File: config.mk
export PLATFORM = sky130hd
export DESIGN_NAME = mpsel_top
export DESIGN_NICKNAME = d
export VERILOG_FILES = /design/src/rtl/mpsel_pkg.sv /design/src/rtl/mpsel_top.sv /design/src/rtl/mpsel_lf_decode.sv
export SDC_FILE = /design/constraint.sdc
export NUM_CORES = 1
export LEC_CHECK = 0
export CAP_MARGIN = 5
export CORE_AREA = 2 2 276 278
export DETAILED_ROUTE_END_ITERATION = 8
export DIE_AREA = 0 0 278 280
export DONT_BUFFER_PORTS = 1
export GPL_TIMING_DRIVEN = 0
export PLACE_DENSITY_LB_ADDON = 0.12
export SLEW_MARGIN = 20
export SYNTH_ARGS = -nofsm -noshare
export SYNTH_HDL_FRONTEND = slang
export SYNTH_HIERARCHICAL = 1
export SYNTH_SLANG_ARGS = --single-unit
File: constraint.sdc
create_clock -name sys_clk -period 8.1 [get_ports sys_clk]
set_input_delay 0.405 -clock sys_clk [delete_from_list [all_inputs] [get_ports sys_clk]]
set_output_delay 0.405 -clock sys_clk [all_outputs]
set_load 0.01 [all_outputs]
File: src/rtl/mpsel_pkg.sv
// shared constants and types for the multi-purpose pin mode select block
package mpsel_pkg;

   // ------------------------------------------------------------
   // sizes
   // ------------------------------------------------------------
   localparam int NUM_PLL = 3;
   localparam int NUM_CFG = 4;
   localparam int GP_IN_W = 6;
   // storage location of the manual select bit in the device map
   localparam logic [7:0] MANUAL_SEL_ADDR = 8'h04;

   // ------------------------------------------------------------
   // general input pin positions
   // ------------------------------------------------------------
   localparam int PIN_SDA_TDI = 0;
   localparam int PIN_SCL_TCK = 1;
   localparam int PIN_TMS = 2;
   localparam int PIN_SUSPEND = 3;
   localparam int PIN_TRST = 4;
   localparam int PIN_REF_SEL = 5;

   // ------------------------------------------------------------
   // loop filter scaling (units: 100 ohm, 100 fF, 10 fF, 1 uA)
   // ------------------------------------------------------------
   localparam logic [7:0] LF_RES_BASE = 8'h03;
   localparam logic [7:0] LF_RES_STEP = 8'h0a;
   localparam logic [12:0] LF_ZCAP_BASE = 13'h003c;
   localparam logic [12:0] LF_ZCAP_STEP = 13'h0110;
   localparam logic [10:0] LF_PCAP_BASE = 11'h082;
   localparam logic [10:0] LF_PCAP_STEP = 11'h04b;
   localparam logic [9:0] LF_PUMP_BASE = 10'h005;

   // ------------------------------------------------------------
   // types
   // ------------------------------------------------------------
   typedef enum logic [3:0] {
      MODE_SINGLE = 4'b0001,
      MODE_ALL = 4'b0010,
      MODE_I2C = 4'b0100,
      MODE_JTAG = 4'b1000
   } mpsel_mode_t;

   typedef struct packed {
      logic [7:0] pre_scaler;
      logic [11:0] feedback_div;
      logic [3:0] zero_resistor_code;
      logic [3:0] zero_cap_code;
      logic [3:0] pole_cap_code;
      logic [2:0] pump_current_code;
      logic post_div_set_select;
   } mpsel_cfg_t;

   typedef struct packed {
      logic [7:0] res_100ohm;
      logic [12:0] zcap_100ff;
      logic [10:0] pcap_10ff;
      logic [9:0] pump_ua;
   } mpsel_lf_t;

   typedef struct packed {
      logic i2c_data_pin;
      logic i2c_clock_pin;
      logic tdi;
      logic tck;
      logic tms;
   } mpsel_prog_t;

   localparam mpsel_cfg_t CFG_RESET = '0;
   localparam mpsel_lf_t LF_RESET = '0;
   // idle levels while a programming port is not selected
   localparam mpsel_prog_t PROG_IDLE = 5'h1d;

endpackage

File: src/rtl/mpsel_top.sv
// mode decode and multi-purpose pin routing for the three-pll generator
//
// Functional notes
// - mode from manual bit and strap level
// - single-pll mode: bit one, strap floating
// - gp_in2..0 pick one of eight sets
// - single mode: gp_in3 suspend, gp_in5 ref
// - single mode: lock and clock loss outputs
// - sets 4..7 borrowed from pll1/pll2 groups
// - single mode: pll1 and pll2 fixed on config zero
// - stored bit picks post-divider setting
// - four divider and filter sets per pll
// - gp_in0/1 carry i2c or jtag lines
// - suspend high stops pll outputs
// - trst low resets boundary scan asynchronously
// - gp_in5 chooses reference clock source
// - gp_out0 tdo in jtag, else lock
// - filter resistor 0.3k plus 1k per code
// - zero cap 6pF plus 27.2pF per code
// - pole cap 1.3pF plus 0.75pF per code
// - pump current 5uA times two to code
// - all-pll mode: pin pairs pick sets
// - strap high enters i2c mode
// - strap low enters jtag mode
`timescale 1ns/100ps
module mpsel_top (
   // clock and reset
   input wire logic sys_clk,
   input wire logic reset_n,
   // mode control
   input wire logic manual_select_bit,
   input wire logic strap_sense_high,
   input wire logic strap_sense_low,
   // general pins and status sources
   input wire logic [5:0] gp_in,
   input wire logic lock_lost_flag,
   input wire logic primary_clock_lost_flag,
   input wire logic jtag_tdo,
   // stored pll configuration groups
   input mpsel_pkg::mpsel_cfg_t pll_cfg [mpsel_pkg::NUM_PLL]
      [mpsel_pkg::NUM_CFG],
   // mode and selection
   output mpsel_pkg::mpsel_mode_t mode,
   output logic [2:0] pll0_sel,
   output logic [1:0] pll1_sel,
   output logic [1:0] pll2_sel,
   // applied configuration per pll
   output mpsel_pkg::mpsel_cfg_t active_cfg [mpsel_pkg::NUM_PLL],
   output mpsel_pkg::mpsel_lf_t active_lf [mpsel_pkg::NUM_PLL],
   output logic [2:0] post_div_set_select,
   // pin functions
   output logic pll_suspend,
   output logic ref_source_select,
   output mpsel_pkg::mpsel_prog_t prog,
   output logic bst_reset_n,
   output logic gp_out0,
   output logic gp_out1
);
   import mpsel_pkg::*;

   // ------------------------------------------------------------
   // input synchronisers
   // ------------------------------------------------------------
   logic [GP_IN_W+1:0] pin_s1;
   logic [GP_IN_W+1:0] pin_s2;
   logic [GP_IN_W-1:0] gp_s;
   logic strap_h;
   logic strap_l;

   always_ff @(posedge sys_clk or negedge reset_n) begin
      if (!reset_n) begin
         pin_s1 <= '0;
         pin_s2 <= '0;
      end else begin
         pin_s1 <= {strap_sense_high, strap_sense_low, gp_in};
         pin_s2 <= pin_s1;
      end
   end

   assign gp_s = pin_s2[GP_IN_W-1:0];
   assign strap_l = pin_s2[GP_IN_W];
   assign strap_h = pin_s2[GP_IN_W+1];

   // ------------------------------------------------------------
   // mode decode
   // ------------------------------------------------------------
   function automatic mpsel_mode_t decode_mode(input logic hi,
                                               input logic lo,
                                               input logic man);
      mpsel_mode_t m;
      m = MODE_ALL;
      if (hi && !lo)
         m = MODE_I2C;
      else if (lo && !hi)
         m = MODE_JTAG;
      else if (man)
         m = MODE_SINGLE;
      else
         m = MODE_ALL;
      return m;
   endfunction

   mpsel_mode_t next_mode;
   // both senses active is a pad fault; treat it as floating
   assign next_mode = decode_mode(strap_h, strap_l, manual_select_bit);

   always_ff @(posedge sys_clk or negedge reset_n) begin
      if (!reset_n)
         mode <= MODE_ALL;
      else
         mode <= next_mode;
   end

   // ------------------------------------------------------------
   // set selection from the general pins
   // ------------------------------------------------------------
   // programming modes hold the last index so entering or leaving them
   // does not switch configuration under a running pll, except pll0 sets 4..7, which fall back to pll0 groups 0..3 in those modes
   always_ff @(posedge sys_clk or negedge reset_n) begin
      if (!reset_n) begin
         pll0_sel <= '0;
      end else begin
         case (next_mode)
            MODE_SINGLE: pll0_sel <= gp_s[2:0];
            MODE_ALL: pll0_sel <= {1'b0, gp_s[1:0]};
            default: pll0_sel <= pll0_sel;
         endcase
      end
   end

   always_ff @(posedge sys_clk or negedge reset_n) begin
      if (!reset_n) begin
         pll1_sel <= '0;
         pll2_sel <= '0;
      end else begin
         case (next_mode)
            MODE_SINGLE: begin
               pll1_sel <= '0;
               pll2_sel <= '0;
            end
            MODE_ALL: begin
               pll1_sel <= gp_s[3:2];
               pll2_sel <= gp_s[5:4];
            end
            default: begin
               pll1_sel <= pll1_sel;
               pll2_sel <= pll2_sel;
            end
         endcase
      end
   end

   // ------------------------------------------------------------
   // configuration steering
   // ------------------------------------------------------------
   mpsel_cfg_t next_cfg [NUM_PLL];
   mpsel_lf_t next_lf [NUM_PLL];

   always_comb begin
      next_cfg[0] = pll_cfg[0][pll0_sel[1:0]];
      if (mode == MODE_SINGLE && pll0_sel[2]) begin
         // upper four sets live in the spare groups 2 and 3
         if (pll0_sel[1])
            next_cfg[0] = pll_cfg[2][{1'b1, pll0_sel[0]}];
         else
            next_cfg[0] = pll_cfg[1][{1'b1, pll0_sel[0]}];
      end
      next_cfg[1] = pll_cfg[1][pll1_sel];
      next_cfg[2] = pll_cfg[2][pll2_sel];
   end

   genvar gi;
   generate
      for (gi = 0; gi < NUM_PLL; gi++) begin : g_pll
         mpsel_lf_decode u_lf (
            .cfg(next_cfg[gi]),
            .lf(next_lf[gi])
         );

         // a new index reaches the pll with no register write
         always_ff @(posedge sys_clk or negedge reset_n) begin
            if (!reset_n) begin
               active_cfg[gi] <= CFG_RESET;
               active_lf[gi] <= LF_RESET;
            end else begin
               active_cfg[gi] <= next_cfg[gi];
               active_lf[gi] <= next_lf[gi];
            end
         end

         assign post_div_set_select[gi] =
            active_cfg[gi].post_div_set_select;
      end
   endgenerate

   // ------------------------------------------------------------
   // suspend and reference select
   // ------------------------------------------------------------
   // in all-pll mode gp_in5 is an index bit, so the primary reference
   // stays selected and suspend is unavailable; gp_in4 is ignored
   // in single-pll and i2c modes
   always_ff @(posedge sys_clk or negedge reset_n) begin
      if (!reset_n) begin
         pll_suspend <= 1'b0;
         ref_source_select <= 1'b0;
      end else begin
         pll_suspend <= (next_mode != MODE_ALL)
            && gp_s[PIN_SUSPEND];
         ref_source_select <= (next_mode != MODE_ALL)
            && gp_s[PIN_REF_SEL];
      end
   end

   // ------------------------------------------------------------
   // programming port routing
   // ------------------------------------------------------------
   // sampling at sys_clk limits the serial clocks to well below 25 MHz
   always_ff @(posedge sys_clk or negedge reset_n) begin
      if (!reset_n) begin
         prog <= PROG_IDLE;
      end else begin
         prog <= PROG_IDLE;
         if (next_mode == MODE_I2C) begin
            prog.i2c_data_pin <= gp_s[PIN_SDA_TDI];
            prog.i2c_clock_pin <= gp_s[PIN_SCL_TCK];
         end
         if (next_mode == MODE_JTAG) begin
            prog.tdi <= gp_s[PIN_SDA_TDI];
            prog.tck <= gp_s[PIN_SCL_TCK];
            prog.tms <= gp_s[PIN_TMS];
         end
      end
   end

   // trst must act with no clock, so it bypasses the synchroniser
   assign bst_reset_n = (mode != MODE_JTAG) || gp_in[PIN_TRST];

   // ------------------------------------------------------------
   // general outputs
   // ------------------------------------------------------------
   always_ff @(posedge sys_clk or negedge reset_n) begin
      if (!reset_n) begin
         gp_out0 <= 1'b0;
         gp_out1 <= 1'b0;
      end else begin
         gp_out0 <= (mode == MODE_JTAG) ? jtag_tdo
                                        : lock_lost_flag;
         gp_out1 <= primary_clock_lost_flag;
      end
   end
endmodule

File: src/rtl/mpsel_lf_decode.sv
// loop filter code to component value decoder
`timescale 1ns/100ps
module mpsel_lf_decode (
   // selected configuration
   input mpsel_pkg::mpsel_cfg_t cfg,
   // decoded component values
   output mpsel_pkg::mpsel_lf_t lf
);
   import mpsel_pkg::*;

   always_comb begin
      lf = LF_RESET;
      // 0.3 k to 15.3 k in 1 k steps
      lf.res_100ohm = LF_RES_BASE
         + LF_RES_STEP * {4'h0, cfg.zero_resistor_code};
      lf.zcap_100ff = LF_ZCAP_BASE
         + LF_ZCAP_STEP * {9'h000, cfg.zero_cap_code};
      lf.pcap_10ff = LF_PCAP_BASE
         + LF_PCAP_STEP * {7'h00, cfg.pole_cap_code};
      lf.pump_ua = LF_PUMP_BASE << cfg.pump_current_code;
   end

endmodule

# ---- After elaboration in Yosys (flattened, before gate mapping)
# Index checks and enable logic that the tools add are counted.
dict set report word_totals {
  out_inout_bits 258
  word_cells 120
  reg_bits 270
  inputBits 446
}
dict set report op_classes {
  shifts 3
  n_eq_ne 8
  magnitude_cmp 4
  mul 9
  muxes 26
  bitwise_logic 4
  n_reduce_logical 9
  addsub 9
}
# op n
set op_table {}
lappend op_table {{36-bit 2-to-1 mux} 12}
lappend op_table {{36-bit binary-select mux with 2-bit select} 5}
lappend op_table {{6-bit by 13-bit adder with 13-bit output (first input constant)} 3}
lappend op_table {{8-bit by 11-bit adder with 11-bit output (first input constant)} 3}
lappend op_table {{7-bit by 4-bit multiplier with 11-bit output (first input constant)} 3}
lappend op_table {{3-bit by 3-bit << shifter with 10-bit output (first input constant)} 3}
lappend op_table {{5-bit by 4-bit multiplier with 9-bit output (first input constant)} 3}
lappend op_table {{2-bit by 8-bit adder with 8-bit output (first input constant)} 3}
lappend op_table {{3-bit by 4-bit multiplier with 7-bit output (first input constant)} 3}
lappend op_table {{3-bit greater-or-equal comparator (second input constant)} 4}
lappend op_table {{2-bit NOT with 3-bit output} 4}
lappend op_table {{4-bit by 1-bit == test with 1-bit output (second input constant)} 2}
lappend op_table {{4-bit == test (second input constant)} 2}
lappend op_table {{4-bit 2-to-1 mux} 2}
lappend op_table {{2-bit case mux with 2 select lines} 2}
lappend op_table {{3-bit case mux with 2 select lines} 1}
lappend op_table {{1-bit logical AND} 5}
lappend op_table {{4-bit by 2-bit == test with 1-bit output (second input constant)} 1}
lappend op_table {{4-bit by 3-bit == test with 1-bit output (second input constant)} 1}
lappend op_table {{2-bit 2-to-1 mux} 2}
lappend op_table {{4-bit by 2-bit != test with 1-bit output (second input constant)} 1}
lappend op_table {{4-bit != test (second input constant)} 1}
lappend op_table {{3-bit 2-to-1 mux} 1}
lappend op_table {{1-bit logical NOT} 2}
lappend op_table {{other kinds (3)} 3}

# ---- Logic depth before layout (Yosys ltp)
# Gate-level depths: netlist of run 1.
dict set report logic_depth {
  depth_word 8
  depth_mapped 15
  depth_no_buf 13
}

# ---- Hierarchy
# The synthesis of run 1 kept the hierarchy.
# mod area_per_inst_um2 seq_area_each_um2 n_inst cells_each
set by_module_without_submodules {}
lappend by_module_without_submodules {mpsel_top 11044.3 6762.7 1 533}
lappend by_module_without_submodules {mpsel_lf_decode 929.6 0.0 3 120}

# ---- Least setup slack after synthesis of run 1
# OpenSTA, ideal clock, no wires.
dict set report synth_path {
  path_type {register -> register}
  startpoint {register pll0_sel[0]}
  endpoint {register active_lf[103] in the netlist's numbering}
  period_less_slack_ns 3.677
  setup_ns 0.069
  path_stages_with_launch 14
  n_path_buf 2
  arrival_time_ns 3.609
  setup_slack_ns 4.423
  required_ns 8.031
  cell_sequence {dfrtp_1 -> buf_6 -> buf_2 -> mux4_2 -> mux2_4 -> ha_1 -> inv_1 -> fa_1 -> inv_1 -> ha_1 -> a21o_1 -> or3b_1 -> a211o_1 -> nand3_1}
}
# item line_no
set synth_rtl {}
lappend synth_rtl {{start: declaration} mpsel_top.sv:44} ;# output logic [2:0] pll0_sel,
lappend synth_rtl {{start signal: assignment} mpsel_top.sv:124} ;# MODE_SINGLE: pll0_sel <= gp_s[2:0];
lappend synth_rtl {{start signal: assignment} mpsel_top.sv:125} ;# MODE_ALL: pll0_sel <= {1'b0, gp_s[1:0]};
lappend synth_rtl {{start signal: assignment} mpsel_top.sv:126} ;# default: pll0_sel <= pll0_sel;
lappend synth_rtl {{end signal: indexed assignment} mpsel_top.sv:187} ;# active_lf[gi] <= next_lf[gi];
lappend synth_rtl {{end: declaration} mpsel_top.sv:49} ;# output mpsel_pkg::mpsel_lf_t active_lf [mpsel_pkg::NUM_PLL],

==> results_dict.tcl, run 1 <==
set metrics [dict create \
    status "completed" \
    cts_resized 0 \
    synth_edf_count 0 \
    die_height_um 280 \
    finalInstanceArea_sq_mm 0.01655 \
    placed_area_sq_mm 0.01511 \
    syn_area_per_cell_sq_um 15.49 \
    num_vias 8353 \
    antenna_found_initial 15 \
    slew_headroom_pct 27.23 \
    die_x_um 278 \
    wl_per_cell_um 30.65 \
    synthArstFlopShare_pct 100.0 \
    dp.cells 1881 \
    viasPerCell 4.249 \
    rows 101 \
    dieArea_sq_mm 0.07784 \
    core_area_sq_mm 0.07519 \
    final_antenna_net_count 0 \
    period_needed_ns 4.546 \
    drv_cap 0 \
    yosys_warnings 6 \
    crit_path_max_incr_delay_ns 0.73 \
    synth_top_area_cell "dfrtp_1" \
    use_met2_pct 26.12 \
    synthToLayoutAreaGrowth_pct 19.65 \
    p_total_w 0.005413 \
    layout_common_cells "265 x dfrtp_1, 144 x mux4_2, 82 x ha_1" \
    fin_nets 1492 \
    final_common_cell "dfrtp_1" \
    fin_util_pct 22.01 \
    ios 704 \
    fmax_mhz 220.0 \
    grt_pass1_vias 9581 \
    drt_iter0_markers 490 \
    yosysSeqAreaShare_pct 48.89 \
    clockBufferDepth 3 \
    worstPathMaxFanout 11 \
    crit_chain "buf_2 > buf_2 > mux4_2 > ha_1 > inv_1 > fa_1 > inv_1 > ha_1 > a21o_1 > or3b_1 > a211o_1 > nand3_1" \
    p_per_area_mw_per_mm2 327.0 \
    cts_buffers 35 \
    crit_path_start_kind "flip-flop" \
    syn_area_sq_mm 0.01383 \
    cts_tree "done" \
    period_share_pct 56.13 \
    report.final.slew_viol_count 0 \
    clk_pin_slew_ns 0.06 \
    fillers 7927 \
    finalSetupViolations 0 \
    r2r_start "pll2_sel[0]$_DFFE_PN0P_" \
    grt_max_degree 271 \
    met1_usage_pct 16.62 \
    endpoint_kind "flip-flop" \
    h-tree-depth 2 \
    gp_congestion 0.8522 \
    clock-root-buffer "clkbuf_16" \
    fin_skew_ns 0.02425 \
    r2r_slack_ns 3.55 \
    yosysUniqueCellTypes 44 \
    drive_gt1_share_pct 31.26 \
    grt_busiest_layer "met2" \
    critical_path_class "flip-flop to flip-flop" \
    crit_path_top_delay_cell "mux4_2" \
    rsz0062_at_grt "no" \
    critPathRequiredTime_ns 8.57 \
    fin_tns_setup_ns 0 \
    holdPathEnd "active_cfg[70]$_DFF_PN0_" \
    synth_top_area_share_pct 47.94 \
    reg2reg_to "active_lf[19]$_DFF_PN0_" \
    synth_area_leaders "dfrtp_1 48%, mux4_2 23%, ha_1 7.4%" \
    cts_sinks 270 \
    overflow 0 \
    grt_pass1_wl_mm 80.46 \
    worstSkewPairLatency_ns 0.55 \
    worst_slew_pin_slew_ns 1.092 \
    synth_seq_cells 270 \
    grt.total_usage_pct 15.00 \
    ys.flop_type "dfrtp_1" \
    p_leak_nw 6.908 \
    holdCritStartpoint "pll_cfg[286]" \
    dp_hpwl_mm 47.58 \
    wl_mm 60.25 \
    hold_class "input port to flip-flop" \
    hold_depth 1 \
    final_cells 1966 \
    drc_errors 0 \
    first_pass_iters 4 \
    ir_drop_mv 0.1511 \
    grt_use_met3_pct 5.562 \
    rr_worst_depth 12 \
    initial_utilization_pct 18.40 \
    worstPathArrival_ns 5.01 \
    hold_viol 0 \
    synthCells 893 \
    port_buffers 0 \
]
worst max-delay path by stage:
stage | start | endpoint | slack [ns] | cells after the start
6_report | pll2_sel[0]$_DFFE_PN0P_ | active_lf[19]$_DFF_PN0_ | 3.55 | 12
5_1_grt | pll2_sel[0]$_DFFE_PN0P_ | active_lf[19]$_DFF_PN0_ | 3.30 | 12
4_1_cts | pll2_sel[1]$_DFFE_PN0P_ | active_lf[19]$_DFF_PN0_ | 3.23 | 12
3_5_place_dp | pll2_sel[1]$_DFFE_PN0P_ | active_lf[19]$_DFF_PN0_ | 3.28 | 12
3_3_place_gp | pll2_sel[1]$_DFFE_PN0P_ | active_lf[19]$_DFF_PN0_ | 2.93 | 12
2_1_floorplan | pll0_sel[0]$_DFFE_PN0P_ | active_lf[103]$_DFF_PN0_ | 4.42 | 13
final cells by class:
type                       count  area, sq um  share of cell area, %
sequential                   270         6763                  40.86
multi-input combinational    506         6464                  39.05
tap                          978         1224                  7.393
clock buffer                  50         1044                  6.304
buffer                        63        412.9                  2.495
inverter                      63        236.5                  1.429
timing repair buffer          16        214.0                  1.293
clock inverter                11        172.7                  1.043
antenna                        9        22.52                 0.1361
power breakdown:
part	leakage [nW]	switching [W]	total, W	internal [W]
registers	3.22	0.000413	0.00211	0.00170
clock network	0.598	0.000645	0.00164	0.000999
logic	3.09	0.000901	0.00166	0.000755
total	6.91	0.00196	0.00541	0.00346
kinds of logic after synthesis:
kind of cell,count (synthesis),share of synthesized area (%)
adder cells (fa/ha/maj),91,8.719
flip-flops,270,48.89
buffers and inverters,126,4.631
AO/OA/AOI/OAI,45,2.180
AND/OR/NAND/NOR,119,4.622
XOR/XNOR,51,3.229
multiplexers,185,27.57
other,6,0.1628
registers in the layout, summed over array words and instances (netlist names), 2 cells and up:
name / flops
active_lf: 126
active_cfg: 108
pin_s1: 8
pin_s2: 8
prog: 5
mode: 4
pll0_sel: 3
pll1_sel: 2
pll2_sel: 2
metal layers:
metal,vias to the layer above,routed length [um]
met5,-,50
met4,8,2154
met3,96,5725
met2,538,30670
met1,4330,21650
li1,3381,-
cell usage after synthesis (3+ instances only):
| library cell | instances |
|---|---|
| a211o_1 | 3 |
| o31a_2 | 3 |
| dfstp_2 | 5 |
| a31oi_1 | 3 |
| nor2_1 | 22 |
| or3b_1 | 3 |
| nand3_1 | 12 |
| a21o_2 | 3 |
| o21ai_0 | 13 |
| fa_1 | 9 |
| buf_12 | 3 |
| ha_1 | 82 |
| buf_2 | 14 |
| nand2b_1 | 6 |
| nor3b_1 | 7 |
| xnor2_1 | 36 |
| a21o_1 | 3 |
| mux2_4 | 30 |
| buf_4 | 23 |
| nand4b_1 | 3 |
| inv_1 | 63 |
| a41oi_1 | 3 |
| nor2b_1 | 12 |
| and2_1 | 9 |
| a21oi_1 | 9 |
| xor2_1 | 15 |
| and4b_1 | 3 |
| nor3_1 | 4 |
| mux4_2 | 144 |
| clkbuf_1 | 15 |
| dfrtp_1 | 265 |
| mux2_2 | 8 |
| buf_1 | 6 |
| nand2_1 | 30 |
| and3_1 | 3 |
| mux2i_1 | 3 |
| conb_1 | 6 |
| a22o_1 | 3 |
metrics by stage:
| step | hold slack (ns) | worst slack (ns) |
|---|---|---|
| 3_5_place_dp | 0.1189 | 3.284 |
| 6_report | 0.08609 | 3.554 |
| 3_3_place_gp | 0.1186 | 2.926 |
| 4_1_cts | 0.03967 | 3.225 |
| 2_1_floorplan | 0.1094 | 4.423 |
| 5_1_grt | 0.04725 | 3.305 |
worst max-delay path, delay by kind of cell (launching register included):
kind | cells | cell delay (ns)
buf+inv | 4 | 1.19
flops | 1 | 0.43
simple gates | 2 | 0.48
mux | 1 | 0.73
fa+ha+maj | 3 | 1.14
compound gates | 2 | 0.48
repair_timing:
item / CTS / global route
buffers inserted: 0 / 0
endpoints found under the hold margin: 280 / 67
hold buffers: 12 / 1
Power figures use the tool's default switching activity.
==> inputs of run 2 (changes only) <==
==> constraint.sdc (replaced) <==
create_clock -name sys_clk -period 4.19 [get_ports sys_clk]
set_input_delay 0.2095 -clock sys_clk [delete_from_list [all_inputs] [get_ports sys_clk]]
set_output_delay 0.2095 -clock sys_clk [all_outputs]
set_load 0.01 [all_outputs]
==> results_dict.tcl, run 2 (same netlist as run 1, synthesis figures left out) <==
set metrics [dict create \
    viasPerCell 4.232 \
    rows 101 \
    reg.largest.list "active_lf x126, active_cfg x108" \
    grt_pass1_vias 9985 \
    drt_iter0_markers 420 \
    hold_class "input port to asynchronous set/reset pin" \
    clock-root-buffer "clkbuf_16" \
    gp_congestion 0.8522 \
    drc_errors 0 \
    first_pass_iters 4 \
    dp.cells 1881 \
    fin_util_pct 23.45 \
    crit_path_start_kind "flip-flop" \
    period_share_pct 94.89 \
    worstSkewPairLatency_ns 0.55 \
    critPathRequiredTime_ns 4.61 \
    critical_path_class "flip-flop to flip-flop" \
    port_buffers 0 \
    die_height_um 280 \
    overflow 0 \
    wl_mm 60.49 \
    die_x_um 278 \
    top_register "active_lf" \
    ios 704 \
    cts_setup_buffers 0 \
    h-tree-depth 2 \
    antenna_found_initial 13 \
    num_vias 8752 \
    drv_cap 0 \
    ir_drop_mv 0.2928 \
    report.final.slew_viol_count 0 \
    p_total_w 0.01061 \
    finalSetupViolations 0 \
    p_leak_nw 7.344 \
    cts_sinks 270 \
    grt_max_degree 271 \
    hold_viol 270 \
    grt_pass1_wl_mm 81.24 \
    dp_hpwl_mm 47.58 \
    dieArea_sq_mm 0.07784 \
    layout_common_cells "264 x dfrtp_1, 144 x mux4_2, 120 x dlygate4sd3_1" \
    status "finished, violations left" \
    failed_checks "hold timing" \
    initial_utilization_pct 18.40 \
    wl_per_cell_um 29.25 \
    clk_pin_slew_ns 0.06 \
    core_area_sq_mm 0.07519 \
    p_per_area_mw_per_mm2 602.0 \
    final_antenna_net_count 0 \
    worst_slew_pin_slew_ns 1.062 \
    endpoint_kind "flip-flop" \
    period_needed_ns 3.976 \
    synthToLayoutAreaGrowth_pct 27.47 \
    fmax_mhz 251.5 \
    slew_headroom_pct 29.21 \
    hold_buffers 120 \
    worstPathArrival_ns 4.40 \
    clockBufferDepth 3 \
    worstPathMaxFanout 10 \
    drive_gt1_share_pct 28.16 \
    fin_nets 1596 \
    cts_buffers 35 \
    final_common_cell "dfrtp_1" \
    largest_reg_flops 126 \
    fin_skew_ns 0.02693 \
    rsz0062_at_grt "no" \
    grt.total_usage_pct 15.06 \
    whs_ns -0.6329 \
    cts_tree "done" \
    final_cells 2068 \
]
## run 2: cell types whose count changed in the layout (fill, tap and decap cells not counted), sizes merged
cell | before | now
dlygate4sd3 | 12 | 120
buf | 51 | 47
diode | 9 | 7
clkbuf | 66 | 65
clkdlybuf4s15 | 0 | 1
## run 2: area by class of cell
type	count	area [sq um]
Antenna cell	7	17.52
Buffer	62	499.2
Clock buffer	50	1044
Clock inverter	11	172.7
Fill cell	7883	57560
Inverter	63	236.5
Multi-Input combinational cell	506	6464
Sequential cell	270	6764
Tap cell	978	1224
Timing Repair Buffer	121	1212
## run 2: timing repair
action	CTS	global route
cloned	0	0
endpoints found under the hold margin	335	270
resized for setup	23	12
setup endpoints to repair	21	5
## run 2: power by group
group          internal, W  switching [W]  leakage, nW
Sequential         0.00329       0.000796         3.21
Clock              0.00193        0.00124        0.598
Combinational      0.00164        0.00171         3.53
Total              0.00686        0.00375         7.34
## run 2: path summary, 6_finish.rpt
path | startpoint | cells after the start | end | slack [ns]
worst max register to register | pll0_sel[1]$_DFFE_PN0P_ | 12 | active_lf[125]$_DFF_PN0_ | 0.21
worst min register to register | pin_s1[2]$_DFF_PN0_ | 0 | pin_s2[2]$_DFF_PN0_ | 0.35
worst max-delay path | pll0_sel[1]$_DFFE_PN0P_ | 12 | active_lf[125]$_DFF_PN0_ | 0.21
worst min-delay path | reset_n | 0 | active_cfg[79]$_DFF_PN0_ | -0.63
max in group asynchronous | reset_n | 0 | active_cfg[12]$_DFF_PN0_ | 4.36
min in group sys_clk | pll_cfg[342] | 2 | active_cfg[90]$_DFF_PN0_ | 0.04
## run 2: through the flow
stage	worst slack (ns)	setup TNS, ns	area [sq um]
after CTS	0.02307	0	17580
after global routing	0.01390	0	17630
final	0.2140	0	17630
after floorplan	0.5128	0	13870
after detailed placement	-0.6260	-5.517	15110
after global placement	-0.9841	-16.60	15090
## run 2: critical path, cell delays in order (launching register included)
cell and delay (ns):
dfrtp_1 0.42, clkbuf_4 0.32, clkdlybuf4s15_2 0.56, mux4_2 0.39
mux2_4 0.33, ha_1 0.29, ha_1 0.21, inv_1 0.08
fa_1 0.46, and4b_1 0.31, nand2_1 0.07, xor2_1 0.16
a22o_1 0.23
## run 2: layer usage
layer / track usage (%) / wire length (um) / vias up
met1: 16.85 / 22410 / 4511
met3: 5.171 / 5232 / 98
met4: 5.683 / 2072 / 6
met5: 0 / 36 / -
met2: 26.37 / 30740 / 553
li1: - / - / 3584
